### src/hdl/wdcfg_pkg.sv
// constants and field layout for the watchdog and its option register
package wdcfg_pkg;
  localparam logic [15:0] SERVICE_ADDR   = 16'hffff;
  localparam logic [7:0]  OPTION_RESET   = 8'h00;
  // option register bit positions
  localparam int          BIT_DISABLE    = 0;
  localparam int          BIT_STOP_EN    = 1;
  localparam int          BIT_TIMEOUT    = 2;
  localparam int          BIT_SHORT_REC  = 3;
  localparam int          BIT_INH_PWR    = 4;
  localparam int          BIT_INH_RST    = 5;
  localparam int          BIT_INH_STOP   = 6;
  // prescaler taps: 128 or 4096 cycles per counter step, 64 steps to overflow
  localparam int          TAP_SHORT      = 6;
  localparam int          TAP_LONG       = 11;
  localparam logic [5:0]  CNT_LAST       = 6'h3f;
  localparam logic [5:0]  CNT_RESTART    = 6'h01;
  localparam int          PIN_LOW_CYCLES = 32;
  localparam int          REC_SHORT      = 32;
  localparam int          REC_LONG       = 4096;
  localparam int          POR_CYCLES     = 4096;
endpackage : wdcfg_pkg

### src/hdl/wdcfg_prescaler.sv
// twelve-bit watchdog prescaler with full and partial clears
`timescale 1ns/100ps
`default_nettype none
module wdcfg_prescaler #(
  parameter int WIDTH = 12
) (
  input  wire logic             i_mclk,
  input  wire logic             i_rst_b,
  input  wire logic             i_run,
  input  wire logic             i_clr_all,
  input  wire logic             i_clr_upper,
  output logic [WIDTH-1:0]      o_count
);
  // clears win over counting; upper clear keeps stages 1 to 3
  always_ff @(posedge i_mclk or negedge i_rst_b) begin
    if (!i_rst_b) begin
      o_count <= '0;
    end else if (i_clr_all) begin
      o_count <= '0;
    end else if (i_clr_upper) begin
      o_count <= {{(WIDTH-3){1'b0}}, o_count[2:0]};
    end else if (i_run) begin
      o_count <= o_count + 1'b1;
    end
  end
endmodule : wdcfg_prescaler
`default_nettype wire

### src/hdl/wdcfg_top.sv
// watchdog with write-once option register
`timescale 1ns/100ps
`default_nettype none
module wdcfg_top #(
  parameter int POR_DELAY = wdcfg_pkg::POR_CYCLES,
  parameter int REC_LONG  = wdcfg_pkg::REC_LONG
) (
  input  wire logic        i_mclk,
  input  wire logic        i_rst_b,
  // cpu bus
  input  wire logic [15:0] i_addr,
  input  wire logic        i_wr,
  input  wire logic        i_rd,
  input  wire logic        i_opt_wr,
  input  wire logic [7:0]  i_wdata,
  input  wire logic [7:0]  i_vector_low,
  input  wire logic        i_vector_fetch,
  input  wire logic        i_internal_reset,
  // mode and pin conditions, asynchronous
  input  wire logic        i_stop_req,
  input  wire logic        i_wake,
  input  wire logic        i_monitor_mode,
  input  wire logic        i_break_mode,
  input  wire logic        i_irq_test_voltage,
  input  wire logic        i_rst_test_voltage,
  input  wire logic        i_low_voltage_trip,
  input  wire logic        i_status_clr,
  output logic [7:0]       o_rdata,
  output logic [7:0]       o_system_option_one,
  output logic             o_reset_pin_b,
  output logic             o_watchdog_cause,
  output logic             o_stop_illegal,
  output logic             o_in_stop,
  output logic             o_stop_exit,
  output logic             o_inhibit_active,
  output logic             o_inhibit_reset,
  output logic             o_irq
);
  // two-stage synchronisers for pin-level inputs
  logic [6:0] sync1;
  logic [6:0] sync2;
  always_ff @(posedge i_mclk or negedge i_rst_b) begin
    if (!i_rst_b) begin
      sync1 <= '0;
      sync2 <= '0;
    end else begin
      sync1 <= {i_stop_req, i_wake, i_monitor_mode, i_break_mode,
                i_irq_test_voltage, i_rst_test_voltage,
                i_low_voltage_trip};
      sync2 <= sync1;
    end
  end
  wire stop_req  = sync2[6];
  wire wake      = sync2[5];
  wire mon       = sync2[4];
  wire brk       = sync2[3];
  wire irq_tst   = sync2[2];
  wire rst_tst   = sync2[1];
  wire lv_trip   = sync2[0];

  // option register, write-once
  logic [7:0] system_option_one;
  logic       opt_locked;
  wire        opt_take = i_opt_wr & ~opt_locked;
  always_ff @(posedge i_mclk or negedge i_rst_b) begin
    if (!i_rst_b) begin
      system_option_one <= wdcfg_pkg::OPTION_RESET;
      opt_locked        <= 1'b0;
    end else if (opt_take) begin
      system_option_one <= i_wdata;
      opt_locked        <= 1'b1;
    end
  end
  wire watchdog_disable     = system_option_one[wdcfg_pkg::BIT_DISABLE];
  wire stop_enable          = system_option_one[wdcfg_pkg::BIT_STOP_EN];
  wire timeout_select       = system_option_one[wdcfg_pkg::BIT_TIMEOUT];
  wire short_recovery       = system_option_one[wdcfg_pkg::BIT_SHORT_REC];
  wire inhibit_power_enable = system_option_one[wdcfg_pkg::BIT_INH_PWR];
  wire inhibit_reset_enable = system_option_one[wdcfg_pkg::BIT_INH_RST];
  wire inhibit_in_stop      = system_option_one[wdcfg_pkg::BIT_INH_STOP];

  // service decode: write clears, read returns vector byte
  wire service_wr = i_wr & (i_addr == wdcfg_pkg::SERVICE_ADDR);
  wire service_rd = i_rd & (i_addr == wdcfg_pkg::SERVICE_ADDR);

  // stop entry, legal only when enabled; recovery delay counter
  wire        stop_edge;
  logic       stop_req_d;
  logic       in_stop;
  logic       recovering;
  logic [12:0] rec_cnt;
  wire [12:0] rec_len = short_recovery ? 13'(wdcfg_pkg::REC_SHORT)
                                       : 13'(REC_LONG);
  assign stop_edge = stop_req & ~stop_req_d;
  wire stop_enter = stop_edge & stop_enable & ~in_stop;
  always_ff @(posedge i_mclk or negedge i_rst_b) begin
    if (!i_rst_b) begin
      stop_req_d <= 1'b0;
      in_stop    <= 1'b0;
      recovering <= 1'b0;
      rec_cnt    <= '0;
    end else begin
      stop_req_d <= stop_req;
      if (stop_enter) begin
        in_stop <= 1'b1;
      end else if (in_stop & wake) begin
        in_stop    <= 1'b0;
        recovering <= 1'b1;
        rec_cnt    <= rec_len - 13'd1;
      end else if (recovering) begin
        if (rec_cnt == '0) begin
          recovering <= 1'b0;
        end else begin
          rec_cnt <= rec_cnt - 13'd1;
        end
      end
    end
  end

  // power-on delay before the prescaler first gets cleared
  logic [12:0] por_cnt;
  logic        por_done;
  wire         por_fire = ~por_done & (por_cnt == 13'(POR_DELAY - 1));
  always_ff @(posedge i_mclk or negedge i_rst_b) begin
    if (!i_rst_b) begin
      por_cnt  <= '0;
      por_done <= 1'b0;
    end else if (!por_done) begin
      por_cnt <= por_cnt + 13'd1;
      if (por_fire) begin
        por_done <= 1'b1;
      end
    end
  end

  // watchdog hold-off conditions
  wire test_hold = (mon & (irq_tst | rst_tst))
                 | (brk & rst_tst);
  // wait mode needs no term here: counting never looks at it
  wire wd_run = ~in_stop & ~recovering & ~watchdog_disable
              & ~test_hold;

  // prescaler and counter
  logic [11:0] presc;
  logic [11:0] presc_d;
  logic [5:0]  wd_cnt;
  logic        pulse_active;
  wire clr_all = stop_enter | por_fire | i_vector_fetch
               | i_internal_reset | pulse_active;
  wdcfg_prescaler #(.WIDTH(12)) u_presc (
    .i_mclk      (i_mclk),
    .i_rst_b     (i_rst_b),
    .i_run       (wd_run),
    .i_clr_all   (clr_all),
    .i_clr_upper (service_wr),
    .o_count     (presc)
  );
  // counter steps on falling edge of the selected prescaler tap
  wire tap_now  = timeout_select ? presc[wdcfg_pkg::TAP_SHORT]
                                 : presc[wdcfg_pkg::TAP_LONG];
  wire tap_prev = timeout_select ? presc_d[wdcfg_pkg::TAP_SHORT]
                                 : presc_d[wdcfg_pkg::TAP_LONG];
  wire tick     = tap_prev & ~tap_now & wd_run;
  wire overflow = tick & (wd_cnt == wdcfg_pkg::CNT_LAST);
  always_ff @(posedge i_mclk or negedge i_rst_b) begin
    if (!i_rst_b) begin
      presc_d <= '0;
      wd_cnt  <= '0;
    end else begin
      presc_d <= presc;
      if (i_internal_reset | pulse_active | service_wr) begin
        wd_cnt  <= '0;
        presc_d <= '0;
      end else if (clr_all) begin
        presc_d <= '0;
      end else if (overflow) begin
        wd_cnt <= '0;
      end else if (tick) begin
        wd_cnt <= wd_cnt + 6'd1;
      end
    end
  end

  // reset pulse: 32 cycles low on the reset pin
  logic [5:0] pulse_cnt;
  logic       watchdog_cause;
  always_ff @(posedge i_mclk or negedge i_rst_b) begin
    if (!i_rst_b) begin
      pulse_active   <= 1'b0;
      pulse_cnt      <= '0;
      watchdog_cause <= 1'b0;
    end else begin
      // the overflow cycle already pulls the pin, so count one less
      if (overflow) begin
        pulse_active <= 1'b1;
        pulse_cnt    <= 6'(wdcfg_pkg::PIN_LOW_CYCLES - 2);
      end else if (pulse_active) begin
        if (pulse_cnt == '0) begin
          pulse_active <= 1'b0;
        end else begin
          pulse_cnt <= pulse_cnt - 6'd1;
        end
      end
      // set wins over clear
      if (overflow) begin
        watchdog_cause <= 1'b1;
      end else if (i_status_clr) begin
        watchdog_cause <= 1'b0;
      end
    end
  end

  // low-voltage inhibit gating
  wire inhibit_on  = inhibit_power_enable
                   & (~in_stop | inhibit_in_stop);
  wire inhibit_rst = inhibit_on & inhibit_reset_enable & lv_trip;

  // registered outputs
  always_ff @(posedge i_mclk or negedge i_rst_b) begin
    if (!i_rst_b) begin
      o_rdata             <= '0;
      o_system_option_one <= wdcfg_pkg::OPTION_RESET;
      o_reset_pin_b       <= 1'b1;
      o_watchdog_cause    <= 1'b0;
      o_stop_illegal      <= 1'b0;
      o_in_stop           <= 1'b0;
      o_stop_exit         <= 1'b0;
      o_inhibit_active    <= 1'b0;
      o_inhibit_reset     <= 1'b0;
      o_irq               <= 1'b0;
    end else begin
      o_rdata             <= service_rd ? i_vector_low
                                        : system_option_one;
      o_system_option_one <= system_option_one;
      o_reset_pin_b       <= ~(overflow | pulse_active);
      o_watchdog_cause    <= watchdog_cause | overflow;
      o_stop_illegal      <= stop_edge & ~stop_enable;
      o_in_stop           <= in_stop;
      o_stop_exit         <= recovering & (rec_cnt == '0);
      o_inhibit_active    <= inhibit_on;
      o_inhibit_reset     <= inhibit_rst;
      o_irq               <= 1'b0;
    end
  end

  // the pin goes low the cycle after overflow; checked low for 8 cycles and high again 33 cycles after overflow
  chk_pin_low_len: assert property (@(posedge i_mclk) disable iff (!i_rst_b)
    overflow |=> !o_reset_pin_b [*8])
    else $error("reset pin not held low after overflow");
  chk_pin_release: assert property (@(posedge i_mclk) disable iff (!i_rst_b)
    overflow |-> ##33 o_reset_pin_b)
    else $error("reset pin held low past its pulse");
  chk_cause_set: assert property (@(posedge i_mclk) disable iff (!i_rst_b)
    overflow |=> ##1 o_watchdog_cause)
    else $error("cause flag not set on overflow");
  chk_no_irq: assert property (@(posedge i_mclk) disable iff (!i_rst_b)
    !o_irq)
    else $error("watchdog raised an interrupt");
  chk_opt_once: assert property (@(posedge i_mclk) disable iff (!i_rst_b)
    opt_locked && i_opt_wr |=> $stable(system_option_one))
    else $error("option register changed after first write");
  chk_disable_quiet: assert property (@(posedge i_mclk) disable iff (!i_rst_b)
    watchdog_disable |-> !overflow)
    else $error("disabled watchdog overflowed");
  chk_test_hold: assert property (@(posedge i_mclk) disable iff (!i_rst_b)
    test_hold |-> !tick)
    else $error("watchdog counted under test voltage");
  chk_service_clr: assert property (@(posedge i_mclk) disable iff (!i_rst_b)
    service_wr && !i_internal_reset |=> wd_cnt == 6'h00 && presc[11:3] == '0)
    else $error("service write did not clear");
  chk_stop_gate: assert property (@(posedge i_mclk) disable iff (!i_rst_b)
    in_stop && !clr_all && !service_wr |=> $stable(presc))
    else $error("prescaler ran in stop");
  chk_stop_illegal: assert property (@(posedge i_mclk) disable iff (!i_rst_b)
    stop_edge && !stop_enable |=> o_stop_illegal && !in_stop)
    else $error("disabled stop not flagged illegal");
  chk_inhibit_stop: assert property (@(posedge i_mclk) disable iff (!i_rst_b)
    in_stop && !inhibit_in_stop |-> !inhibit_rst)
    else $error("inhibit active in stop without enable");
endmodule : wdcfg_top
`default_nettype wire

### config.mk
export PLATFORM = sky130hd
export DESIGN_NAME = wdcfg_top
export DESIGN_NICKNAME = d
export VERILOG_FILES = /design/src/hdl/wdcfg_pkg.sv /design/src/hdl/wdcfg_prescaler.sv /design/src/hdl/wdcfg_top.sv
export SDC_FILE = /design/constraint.sdc
export NUM_CORES = 1
export LEC_CHECK = 0
export ABC_AREA = 1
export ABC_CLOCK_PERIOD_IN_PS = 3900
export BUFFER_PORTS_ARGS = -buffer_cell sky130_fd_sc_hd__buf_2
export CELL_PAD_IN_SITES_DETAIL_PLACEMENT = 1
export CELL_PAD_IN_SITES_GLOBAL_PLACEMENT = 1
export CORE_MARGIN = 1.5
export CORE_UTILIZATION = 46
export DETAILED_ROUTE_END_ITERATION = 12
export GPL_TIMING_DRIVEN = 0
export PLACE_DENSITY_LB_ADDON = 0.3
export SYNTH_ARGS = -nofsm -noshare
export SYNTH_HDL_FRONTEND = slang
export SYNTH_SLANG_ARGS = --single-unit
### constraint.sdc
create_clock -name i_mclk -period 3.9 [get_ports i_mclk]
set_input_delay 0.39 -clock i_mclk [delete_from_list [all_inputs] [get_ports i_mclk]]
set_output_delay 0.39 -clock i_mclk [all_outputs]
set_load 0.01 [all_outputs]
# Word level (Yosys, flattened, before mapping)

Index checks and enable logic that the tools add are counted.

Equal/unequal tests: 7
Reduce and logical (&&, ||, !) cells: 13
$add $sub $neg: 6
Muxes and demuxes: 31
Bitwise logic cells: 43

Operators by type and width:

| cell                                               | number |
|---|---|
| 2-to-1 mux 12 bit                                  | 5 |
| 2-to-1 mux 13 bit                                  | 4 |
| 2-to-1 mux 6 bit                                   | 7 |
| subtractor 13 x 1 -> 13 bit, second input constant | 2 |
| AND 1 bit                                          | 21 |
| == test 16 bit, second input constant              | 1 |
| 2-to-1 mux 1 bit                                   | 14 |
| adder 13 x 1 -> 13 bit, second input constant      | 1 |
| == test 13 x 12 -> 1 bit, second input constant    | 1 |
| zero test 13 bit                                   | 1 |
| adder 12 x 1 -> 12 bit, second input constant      | 1 |
| inverter 1 bit                                     | 11 |
| OR 1 bit                                           | 11 |
| nonzero test 2 bit                                 | 5 |
| 2-to-1 mux 8 bit                                   | 1 |
| adder 6 x 1 -> 6 bit, second input constant        | 1 |
| == test 6 bit, second input constant               | 1 |
| zero test 6 bit                                    | 1 |
| AND reduction 2 bit                                | 3 |
| nonzero test 3 bit                                 | 2 |
| subtractor 6 x 1 -> 6 bit, second input constant   | 1 |
| != test 2 x 1 -> 1 bit, second input constant      | 2 |
| != test 2 bit, second input constant               | 2 |
| AND reduction 3 bit                                | 1 |

Register bits after elaboration: 114
Bits of input ports: 47
Word-level logic and storage cells: 126

# Depth between registers and ports, before layout

Gate-level depths: netlist of the first run.

Depth in word-level cells: 10
Gate-level depth with buffers: 11
Depth with buffers taken out: 11

# Modules after synthesis

Synthesis of the first run repeated with hierarchy kept, for this count alone.

Cell total of the unflattened synthesis: 572
Area, all modules: 4998.5 um^2

By module, submodules not included:

| module          | cells an instance | instances | area each (um^2) | seq. area each (um^2) |
|---|---|---|---|---|
| wdcfg_top       | 479               | 1         | 4279.1           | 2303.5 |
| wdcfg_prescaler | 93                | 1         | 719.4            | 300.3 |

# Worst setup path before layout of the first run

No wires, ideal clock.

Path kind: reg2reg
From: register in_stop
To: register rec_cnt[8]
Data arrival time: 1.475 ns
Stages on the path, launching flop included: 10
Data required time: 3.777 ns
Period minus slack after synthesis: 1.599 ns
Setup slack: 2.301 ns
Cell sequence: dfrtp_1 -> nand2_4 -> buf_6 -> nand2_1 -> ha_1 -> inv_1 -> nor2_2 -> nand2_1 -> o21ai_1 -> o21ai_1

Word-level cells in the longest chain between the ends: 4
Elaborated cells between the ends (all ways): 8
Classes of those cells: 1 x eq/ne; 1 x mux; 4 x bitwise; 2 x reduce/logical

Ends and longest elaborated chain:

| item                                                                        | line             | source |
|---|---|---|
| from (decl)                                                                 | wdcfg_top.sv:89  | `logic in_stop;` |
| from (signal assigned)                                                      | wdcfg_top.sv:99  | `in_stop <= 1'b0;` |
| from (signal assigned)                                                      | wdcfg_top.sv:105 | `in_stop <= 1'b1;` |
| from (signal assigned)                                                      | wdcfg_top.sv:107 | `in_stop <= 1'b0;` |
| parallel branches: the longest is 4 deep, another holds AND reduction 3 bit | n/a              |  |
| to (signal assigned)                                                        | wdcfg_top.sv:109 | `rec_cnt <= rec_len - 13'd1;` |
| to (signal assigned)                                                        | wdcfg_top.sv:114 | `rec_cnt <= rec_cnt - 13'd1;` |
| to (decl)                                                                   | wdcfg_top.sv:91  | `logic [12:0] rec_cnt;` |

Parallel ways; which one is timed is not known.
A chain may end at the register's enable or synchronous reset.

# Worst setup path in the final report of the first run

Same ends and word-level chain as after synthesis.

==> impl_metrics.toml, run 1 <==
[layout]
fin_nets = 709
nFillCells = 1277
diodes = 0
drive_gt1_share_pct = 17.25
syn_to_final_growth_pct = 15.41
multi_input_area_um2 = 1878
regArea_um2 = 2604

[floorplanning]
die_h_um = 105.3
initial_core_util_pct = 47.07
rows = 37
coreArea_um2 = 10230
die_area_um2 = 11090
ioPinCount = 71
die_x_um = 105.3

[power_and_ir_drop]
clkPwrFrac_pct = 36.8
p_per_area_nw_per_um2 = 329.6
irDropWorstVdd_uv = 267.3
switching_share_pct = 22.18
p_seq_share_pct = 59.5
intPower_mw = 1.426
p_leak_nw = 3.032
p_sw_mw = 0.4064
comb_power_share_pct = 3.7

[drt]
remaining_drc_errors = 0
routed_wl_mm = 11.62
avgViaCountPerCell = 5.016
postRouteAntennaNets = 0
first_pass_iters = 4
initialDrtViolationCount = 155
vias = 3998
wl_per_cell_um = 14.57

[cts]
cts_max_level = 3
worst_skew_pair.late_latency_ns = 0.38
clk_pin_slew_worst_paths_ns = 0.10
cts_buffer_depth = 2
cts_tree = "yes"
cts.sinks = 104
cts-buffers-inserted = 9
clockRootBuffer = "clkbuf_8"
post_cts_resized = 0

[critical_path]
critPathRequiredTime_ns = 4.16
r2r-end = "rec_cnt[8]$_DFFE_PN0P_"
path_delay_family = "simple AND/OR/NAND/NOR gates"
crit_path_max_incr_delay_ns = 0.52
worstPathCellList = "nand2_4, buf_6, nand2_1, ha_1, inv_1, nor2_2, nand2_1, o21ai_1, o21ai_1"
reg2reg_from = "in_stop$_DFFE_PN0P_"
crit_path_top_delay_cell = "dfrtp_1"
crit_type = "register to register"
arrival_ns = 2.20
crit_path_max_fanout = 10
startpoint = "in_stop$_DFFE_PN0P_"
critPathCapture = "rec_cnt[8]$_DFFE_PN0P_"
crit_path_end_kind = "register"
worstSetupPathDepth = 9
startpoint_type = "register"
crit_buf_inv = 2
reg2reg_depth = 9
rrSetupSlack_ns = 1.97

[synthesis]
yosys.area.top_type = "dfrtp_1"
netlist.area_leader.share_pct = 53.52
synthesis.nets = 628
synth_area_um2 = 4816
yosysUniqueCellTypes = 31
seq_area_frac_synth_pct = 54.07
yosys-top-cells-area = "dfrtp_1 54%, nand2_1 12%, nand3_1 5.8%"
ys_ff_latch = 104
synth_cells = 575
synth.avg_cell_area_um2 = 8.375
yosys_warnings = 0

[sta]
hold_violations = 0
min_period_over_period_pct = 49.60
slew_headroom_pct = 62.58
rsz0062_at_grt = "false"
setup_viol = 0
drv_slew = 0
whs_ns = 0.1153
min_period_ns = 1.934
setup_tns_ns = 0
finalClockSkew_ns = 0.01269
max_freq_mhz = 516.9
worstMarginPinSlew_ns = 0.5613

[grt]
grt_pass1_wl_mm = 20.08
overflow = 0
grt_max_degree = 74
grt_use_total_pct = 22.99
antenna_found_initial = 0
grt_pass1_vias = 4207

[placement]
place.gp.congestion = 0.7962
portBuffers = 68
dp_hpwl_mm = 8.753

[flow_run]
drv_cap = 0

[hold_path]
worstHoldPathType = "input pin to register"

[status]
status = "completed"
cell families after synthesis:
logic type	share of synthesized area [%]
multiplexers	1.169
XOR/XNOR	3.274
AND/OR/NAND/NOR	28.42
buffers and inverters	6.937
AO/OA/AOI/OAI	4.495
other	0.07787
adder cells (fa/ha/maj)	1.559
flip-flops	54.07
how the worst min path moves through the flow:
stage                       start                   to  depth (start not counted)
2_1_floorplan             i_rst_b  in_stop$_DFFE_PN0P_                          0
3_3_place_gp   sync1[5]$_DFF_PN0_   sync2[5]$_DFF_PN0_                          0
3_5_place_dp   sync1[5]$_DFF_PN0_   sync2[5]$_DFF_PN0_                          0
4_1_cts            i_monitor_mode   sync1[4]$_DFF_PN0_                          1
5_1_grt            i_monitor_mode   sync1[4]$_DFF_PN0_                          1
6_report           i_monitor_mode   sync1[4]$_DFF_PN0_                          1
worst register-to-register path, cell delays in order, from the launching register on:
cell and delay (ns):
dfrtp_1 0.52, nand2_4 0.16, buf_6 0.18, nand2_1 0.11, ha_1 0.17, inv_1 0.10, nor2_2 0.24, nand2_1 0.12
o21ai_1 0.13, o21ai_1 0.08
per-stage QoR:
step           instance area, µm²  utilization (%)  setup slack (ns)  instances  power, mW
2_1_floorplan                4816                -             2.301        575      1.125
3_3_place_gp                 5326            52.06             1.314        779      1.174
3_5_place_dp                 5356            52.35             1.972        780      1.181
4_1_cts                      5558            54.32             1.951        797      1.860
5_1_grt                      5558            54.32             1.787        797      1.906
6_report                     5558            54.32             1.966        797      1.832
state kept, by name (all words and copies together) (netlist names), 2 cells and up:
name                 cells
o_system_option_one      8
sync1                    7
presc_d                  2
system_option_one        8
u_presc.o_count         12
pulse_cnt                6
rec_cnt                 13
o_rdata                  8
wd_cnt                   6
por_cnt                 13
sync2                    7
power by group through the flow:
| stage | Combinational [mW] | Sequential (mW) | Clock, mW |
|---|---|---|---|
| after floorplan | 0.0146 | 1.11 | 0 |
| after global placement | 0.0628 | 1.11 | 0 |
| after detailed placement | 0.0692 | 1.11 | 0 |
| after CTS | 0.0703 | 1.09 | 0.700 |
| after global routing | 0.0770 | 1.09 | 0.738 |
| final | 0.0679 | 1.09 | 0.674 |
synth_stat cells:
library cell,n
o21ai_1,7
or2_2,1
nor3_1,10
a31oi_1,1
o21bai_1,1
xor2_1,13
nand3b_1,1
nand4_1,10
o21ai_0,22
nand2_1,155
buf_2,3
nor3_2,2
nand3_1,56
ha_1,6
nor2_2,6
nor2_4,1
dfstp_2,1
nand2_4,3
xnor2_1,5
conb_1,1
nand2_2,3
buf_6,2
buf_4,2
inv_2,3
dfrtp_1,103
inv_1,69
o211ai_1,1
mux2_2,5
nor2_1,69
clkbuf_1,3
a21oi_1,10
layout make-up:
class	count	share of cell area, %
inverters	72	4.863
well taps	136	3.062
multi-input cells	389	33.79
flip-flops and latches	104	46.85
plain buffers	10	1.148
clock buffers	13	2.679
clock inverters	3	0.7654
repair buffers	70	6.844
what timing repair did:
action | 4_1_cts | 5_1_grt
setup buffers | 0 | 0
hold endpoints to repair | 31 | 0
hold buffers | 1 | 0
metal layers:
| metal | global-route usage [%] | vias up | part of all wire, % |
|---|---|---|---|
| li1 | - | 1959 | - |
| met1 | 29.26 | 1941 | 45 |
| met2 | 39.36 | 88 | 50 |
| met3 | 5.690 | 10 | 4.4 |
| met4 | 5.675 | 0 | 1.2 |
| met5 | 0 | - | 0 |
layout by cell type, fill, tap and decap left out, types with 13 or more instances in the layout:
| cell type | count |
|---|---|
| nand3_1 | 56 |
| inv_1 | 69 |
| buf_2 | 70 |
| xor2_1 | 13 |
| o21ai_0 | 22 |
| nor2_1 | 69 |
| dfrtp_1 | 103 |
| nand2_1 | 155 |
(Power assumes the default switching activity.)
==> run 2: changes to the inputs <==
ABC_CLOCK_PERIOD_IN_PS = 2000   (was 3900)
CORE_UTILIZATION = 42   (was 46)
clock period = 2 ns   (was 3.9 ns; I/O delays follow)
==> impl_metrics.toml, run 2 (synthesized netlist as in run 1, its figures left out) <==
[critical_path]
rrSetupSlack_ns = 0.22
startpoint_type = "register"
crit_type = "register to register"
critPathRequiredTime_ns = 2.24
crit_path_max_fanout = 10
crit_path_end_kind = "register"
arrival_ns = 2.02
reg2reg_depth = 9

[hold_path]
worstHoldPathType = "input pin to register"
hold_depth = 2

[layout]
drive_gt1_share_pct = 17.24
fin_nets = 716
final_cell_area_um2 = 5734
diodes = 0
final_common_cell = "nand2_1"
syn_to_final_growth_pct = 19.07
reg_top3 = "por_cnt: 13 flops, rec_cnt: 13 flops, u_presc.o_count: 12 flops"
most-common-layout-cells = "155 x nand2_1, 102 x dfrtp_1, 70 x buf_2"

[status]
status = "completed"

[floorplanning]
die_area_um2 = 12120
initial_core_util_pct = 43.66
die_h_um = 110.1
rows = 38
ioPinCount = 71
die_x_um = 110.1
coreArea_um2 = 11030

[sta]
slew_headroom_pct = 60.43
finalClockSkew_ns = 0.01012
hold_violations = 0
setup_tns_ns = 0
min_period_over_period_pct = 89.22
rsz0062_at_grt = "false"
worstMarginPinSlew_ns = 0.5935
max_freq_mhz = 560.4
setup_viol = 0
drv_slew = 0
min_period_ns = 1.784

[grt]
grt_use_total_pct = 22.47
grt_max_degree = 63
grt_pass1_vias = 4268
grt_pass1_wl_mm = 20.49
antenna_found_initial = 0
overflow = 0

[placement]
place.gp.congestion = 0.8204
post_dp_cell_area_um2 = 5361
portBuffers = 68
dp_hpwl_mm = 9.108

[drt]
initialDrtViolationCount = 167
remaining_drc_errors = 0
avgViaCountPerCell = 5.032
first_pass_iters = 4
routed_wl_mm = 12.15
vias = 4061
wl_per_cell_um = 15.05
postRouteAntennaNets = 0

[power_and_ir_drop]
power_mw = 4.010
irDropWorstVdd_uv = 600.8
p_per_area_nw_per_um2 = 699.3
p_leak_nw = 3.101

[cts]
cts-buffers-inserted = 9
cts_max_level = 3
clk_pin_slew_worst_paths_ns = 0.07
clockRootBuffer = "clkbuf_16"
cts.sinks = 104
cts_buffer_depth = 2
cts_tree = "yes"
worst_skew_pair.late_latency_ns = 0.35

[flow_run]
drv_cap = 0
==> run 2: path summary, 6_finish.rpt <==
kind | endpoint | from
setup / recovery | rec_cnt[8]$_DFFE_PN0P_ | in_stop$_DFFE_PN0P_
hold / removal | watchdog_cause$_DFFE_PN0P_ | i_status_clr
setup reg to reg | rec_cnt[8]$_DFFE_PN0P_ | in_stop$_DFFE_PN0P_
hold reg to reg | sync2[1]$_DFF_PN0_ | sync1[1]$_DFF_PN0_
max in group asynchronous | in_stop$_DFFE_PN0P_ | i_rst_b
min in group asynchronous | wd_cnt[3]$_DFFE_PN0P_ | i_rst_b
==> run 2: critical path, stage by stage (launching register included) <==
cell and delay, ns:
dfrtp_2 0.46, nand2_4 0.13, buf_6 0.18, nand2_1 0.11, ha_1 0.17, inv_1 0.11, nor2_4 0.20, nand2_1 0.11
o21ai_1 0.14, o21ai_1 0.07
==> run 2: repair_timing <==
item	in CTS	in global routing
resized for setup	0	2
hold endpoints to repair	48	0
hold buffers	8	0
endpoints found under the setup margin	0	4
setup buffers	0	0
==> run 2: where the power goes <==
part | switching (mW) | internal, mW | total, mW | leakage (nW)
logic | 0.0858 | 0.0583 | 0.144 | 1.62
clock network | 0.770 | 0.969 | 1.74 | 0.132
registers | 0.00844 | 2.12 | 2.13 | 1.35
==> run 2: metal layers <==
metal | share of wire [%] | global-route usage, % | vias up
met2 | 51 | 40.20 | 74
met5 | 0 | 0 | -
met1 | 44 | 27.17 | 1998
li1 | - | - | 1977
met4 | 1.2 | 7.236 | 0
met3 | 4.1 | 4.350 | 12
==> run 2: area by class of cell <==
type	count	area (µm²)
flip-flops and latches	104	2605
clock inverters	4	53.80
plain buffers	10	63.81
fillers	1358	5296
repair buffers	77	450.4
well taps	140	175.2
multi-input cells	389	1883
inverters	72	270.3
clock buffers	11	232.7
==> run 2: per-stage QoR <==
stage / setup slack (ns) / util [%] / cells / hold WS, ns
floorplan: 0.4014 / - / 575 / -0.09559
global placement: -0.4287 / 48.33 / 783 / 0.3100
detailed placement: 0.06698 / 48.60 / 784 / 0.2405
CTS: 0.04246 / 51.93 / 807 / 0.02054
global route: 0.04759 / 51.99 / 807 / 0.06262
finish: 0.2157 / 51.99 / 807 / 0.04808
==> run 3: changes to the inputs <==
==> constraint.sdc (replaced) <==
create_clock -name i_mclk -period 2 [get_ports i_mclk]
set_input_delay 0.4 -clock i_mclk [delete_from_list [all_inputs] [get_ports i_mclk]]
set_output_delay 0.4 -clock i_mclk [all_outputs]
set_load 0.01 [all_outputs]
==> impl_metrics.toml, run 3 (synthesized netlist as in run 1, its figures left out) <==
[status]
status = "completed"

[placement]
portBuffers = 68
post_dp_cell_area_um2 = 5361
dp_hpwl_mm = 9.108
place.gp.congestion = 0.8204
place_ws_ns = 0.06698

[grt]
grt_pass1_wl_mm = 20.21
overflow = 0
grt_use_total_pct = 22.14
antenna_found_initial = 0
grt_max_degree = 63
grt_pass1_vias = 4218

[cts]
cts_tree = "yes"
postCtsSetupRepairBufs = 0
clockRootBuffer = "clkbuf_16"
cts.sinks = 104
cts_max_level = 3
clk_pin_slew_worst_paths_ns = 0.07
cts-buffers-inserted = 9
cts_buffer_depth = 2
worst_skew_pair.late_latency_ns = 0.35

[sta]
rsz0062_at_grt = "false"
setup_ws_ns = 0.2132
min_period_ns = 1.787
finalClockSkew_ns = 0.01079
worstMarginPinSlew_ns = 0.5862
hold_violations = 0
setup_viol = 0
min_period_over_period_pct = 89.34
max_freq_mhz = 559.7
whs_ns = 0.04910
drv_slew = 0
slew_headroom_pct = 60.92

[power_and_ir_drop]
p_seq_share_pct = 53.2
comb_power_share_pct = 3.3
clkPwrFrac_pct = 43.5
power_mw = 4.001
p_per_area_nw_per_um2 = 707.6
switching_share_pct = 21.62
p_sw_mw = 0.8652
intPower_mw = 3.136
irDropWorstVdd_uv = 597.9
p_leak_nw = 3.067

[floorplanning]
coreArea_um2 = 11030
die_h_um = 110.1
ioPinCount = 71
initial_core_util_pct = 43.66
rows = 38
die_area_um2 = 12120
die_x_um = 110.1

[critical_path]
crit_path_max_fanout = 10
critPathRequiredTime_ns = 2.28
crit_type = "register to register"
crit_path_end_kind = "register"
reg2reg_depth = 6
startpoint_type = "register"
arrival_ns = 2.07

[layout]
fin_nets = 708
most-common-layout-cells = "155 x nand2_1, 102 x dfrtp_1, 70 x buf_2"
syn_to_final_growth_pct = 17.41
nFillCells = 1361
final_common_cell = "nand2_1"
reg_top3 = "por_cnt: 13 flops, rec_cnt: 13 flops, u_presc.o_count: 12 flops"
drive_gt1_share_pct = 17.45
final_cell_area_um2 = 5654
diodes = 0

[drt]
routed_wl_mm = 12.03
avgViaCountPerCell = 5.051
first_pass_iters = 4
remaining_drc_errors = 0
initialDrtViolationCount = 168
vias = 4036
wl_per_cell_um = 15.05
postRouteAntennaNets = 0

[flow_run]
drv_cap = 0

[hold_path]
worstHoldPathType = "input pin to async pin"
-- run 3: cell count changes in the layout (fill, tap and decap cells not counted), sizes merged --
cell | previous run | this run
dlygate4sd3 | 8 | 0
-- run 3: worst paths after layout --
check | startpoint | slack, ns | end
max | pulse_active$_DFF_PN0_ | 0.21 | wd_cnt[1]$_DFFE_PN0P_
max in group asynchronous | i_rst_b | 1.24 | in_stop$_DFFE_PN0P_
min reg2reg | sync1[1]$_DFF_PN0_ | 0.34 | sync2[1]$_DFF_PN0_
min in group i_mclk | i_low_voltage_trip | 0.15 | sync1[0]$_DFF_PN0_
min | i_rst_b | 0.05 | wd_cnt[1]$_DFFE_PN0P_
max reg2reg | pulse_active$_DFF_PN0_ | 0.21 | wd_cnt[1]$_DFFE_PN0P_
-- run 3: repair_timing --
item	4_1_cts	5_1_grt
hold endpoints to repair	0	0
hold buffers	0	0
endpoints found under the setup margin	0	4
gates resized for setup	0	2
-- run 3: cell type report --
class | count | area [µm²] | area share [%]
sequential | 104 | 2605 | 46.07
tap | 140 | 175.2 | 3.098
clock buffer | 11 | 232.7 | 4.116
inverter | 72 | 270.3 | 4.780
buffer | 10 | 63.81 | 1.129
clock inverter | 4 | 53.80 | 0.9515
timing repair buffer | 69 | 370.4 | 6.550
multi-input combinational | 389 | 1883 | 33.30
-- run 3: power groups by stage --
stage,Combinational (mW),Sequential [mW],Clock (mW)
3_5_place_dp,0.136,2.17,0
6_report,0.132,2.13,1.74
5_1_grt,0.150,2.13,1.87
4_1_cts,0.136,2.13,1.80
2_1_floorplan,0.0285,2.16,0
3_3_place_gp,0.125,2.17,0
-- run 3: critical path: stages (launching register included) --
cell and delay (ns):
dfrtp_1 0.40, nor2_1 0.25, inv_1 0.17, a21oi_1 0.26
clkbuf_1 0.41, nand3_1 0.14, nand2_1 0.09
-- run 3: metrics by stage --
step                TNS, ns  util (%)  instances
CTS                       0     51.20        799
global placement     -64.04     48.33        783
finish                    0     51.26        799
detailed placement        0     48.60        784
global route              0     51.26        799
floorplan                 0         -        575
-- run 3: per-layer routing --
metal | track usage, % | part of all wire, % | wire length [µm] | vias up
li1 | - | - | - | 1960
met1 | 26.88 | 45 | 5372 | 1993
met2 | 39.40 | 50 | 6052 | 71
met3 | 4.350 | 3.6 | 430 | 12
met4 | 7.143 | 1.4 | 171 | 0
met5 | 0 | 0 | 0 | -
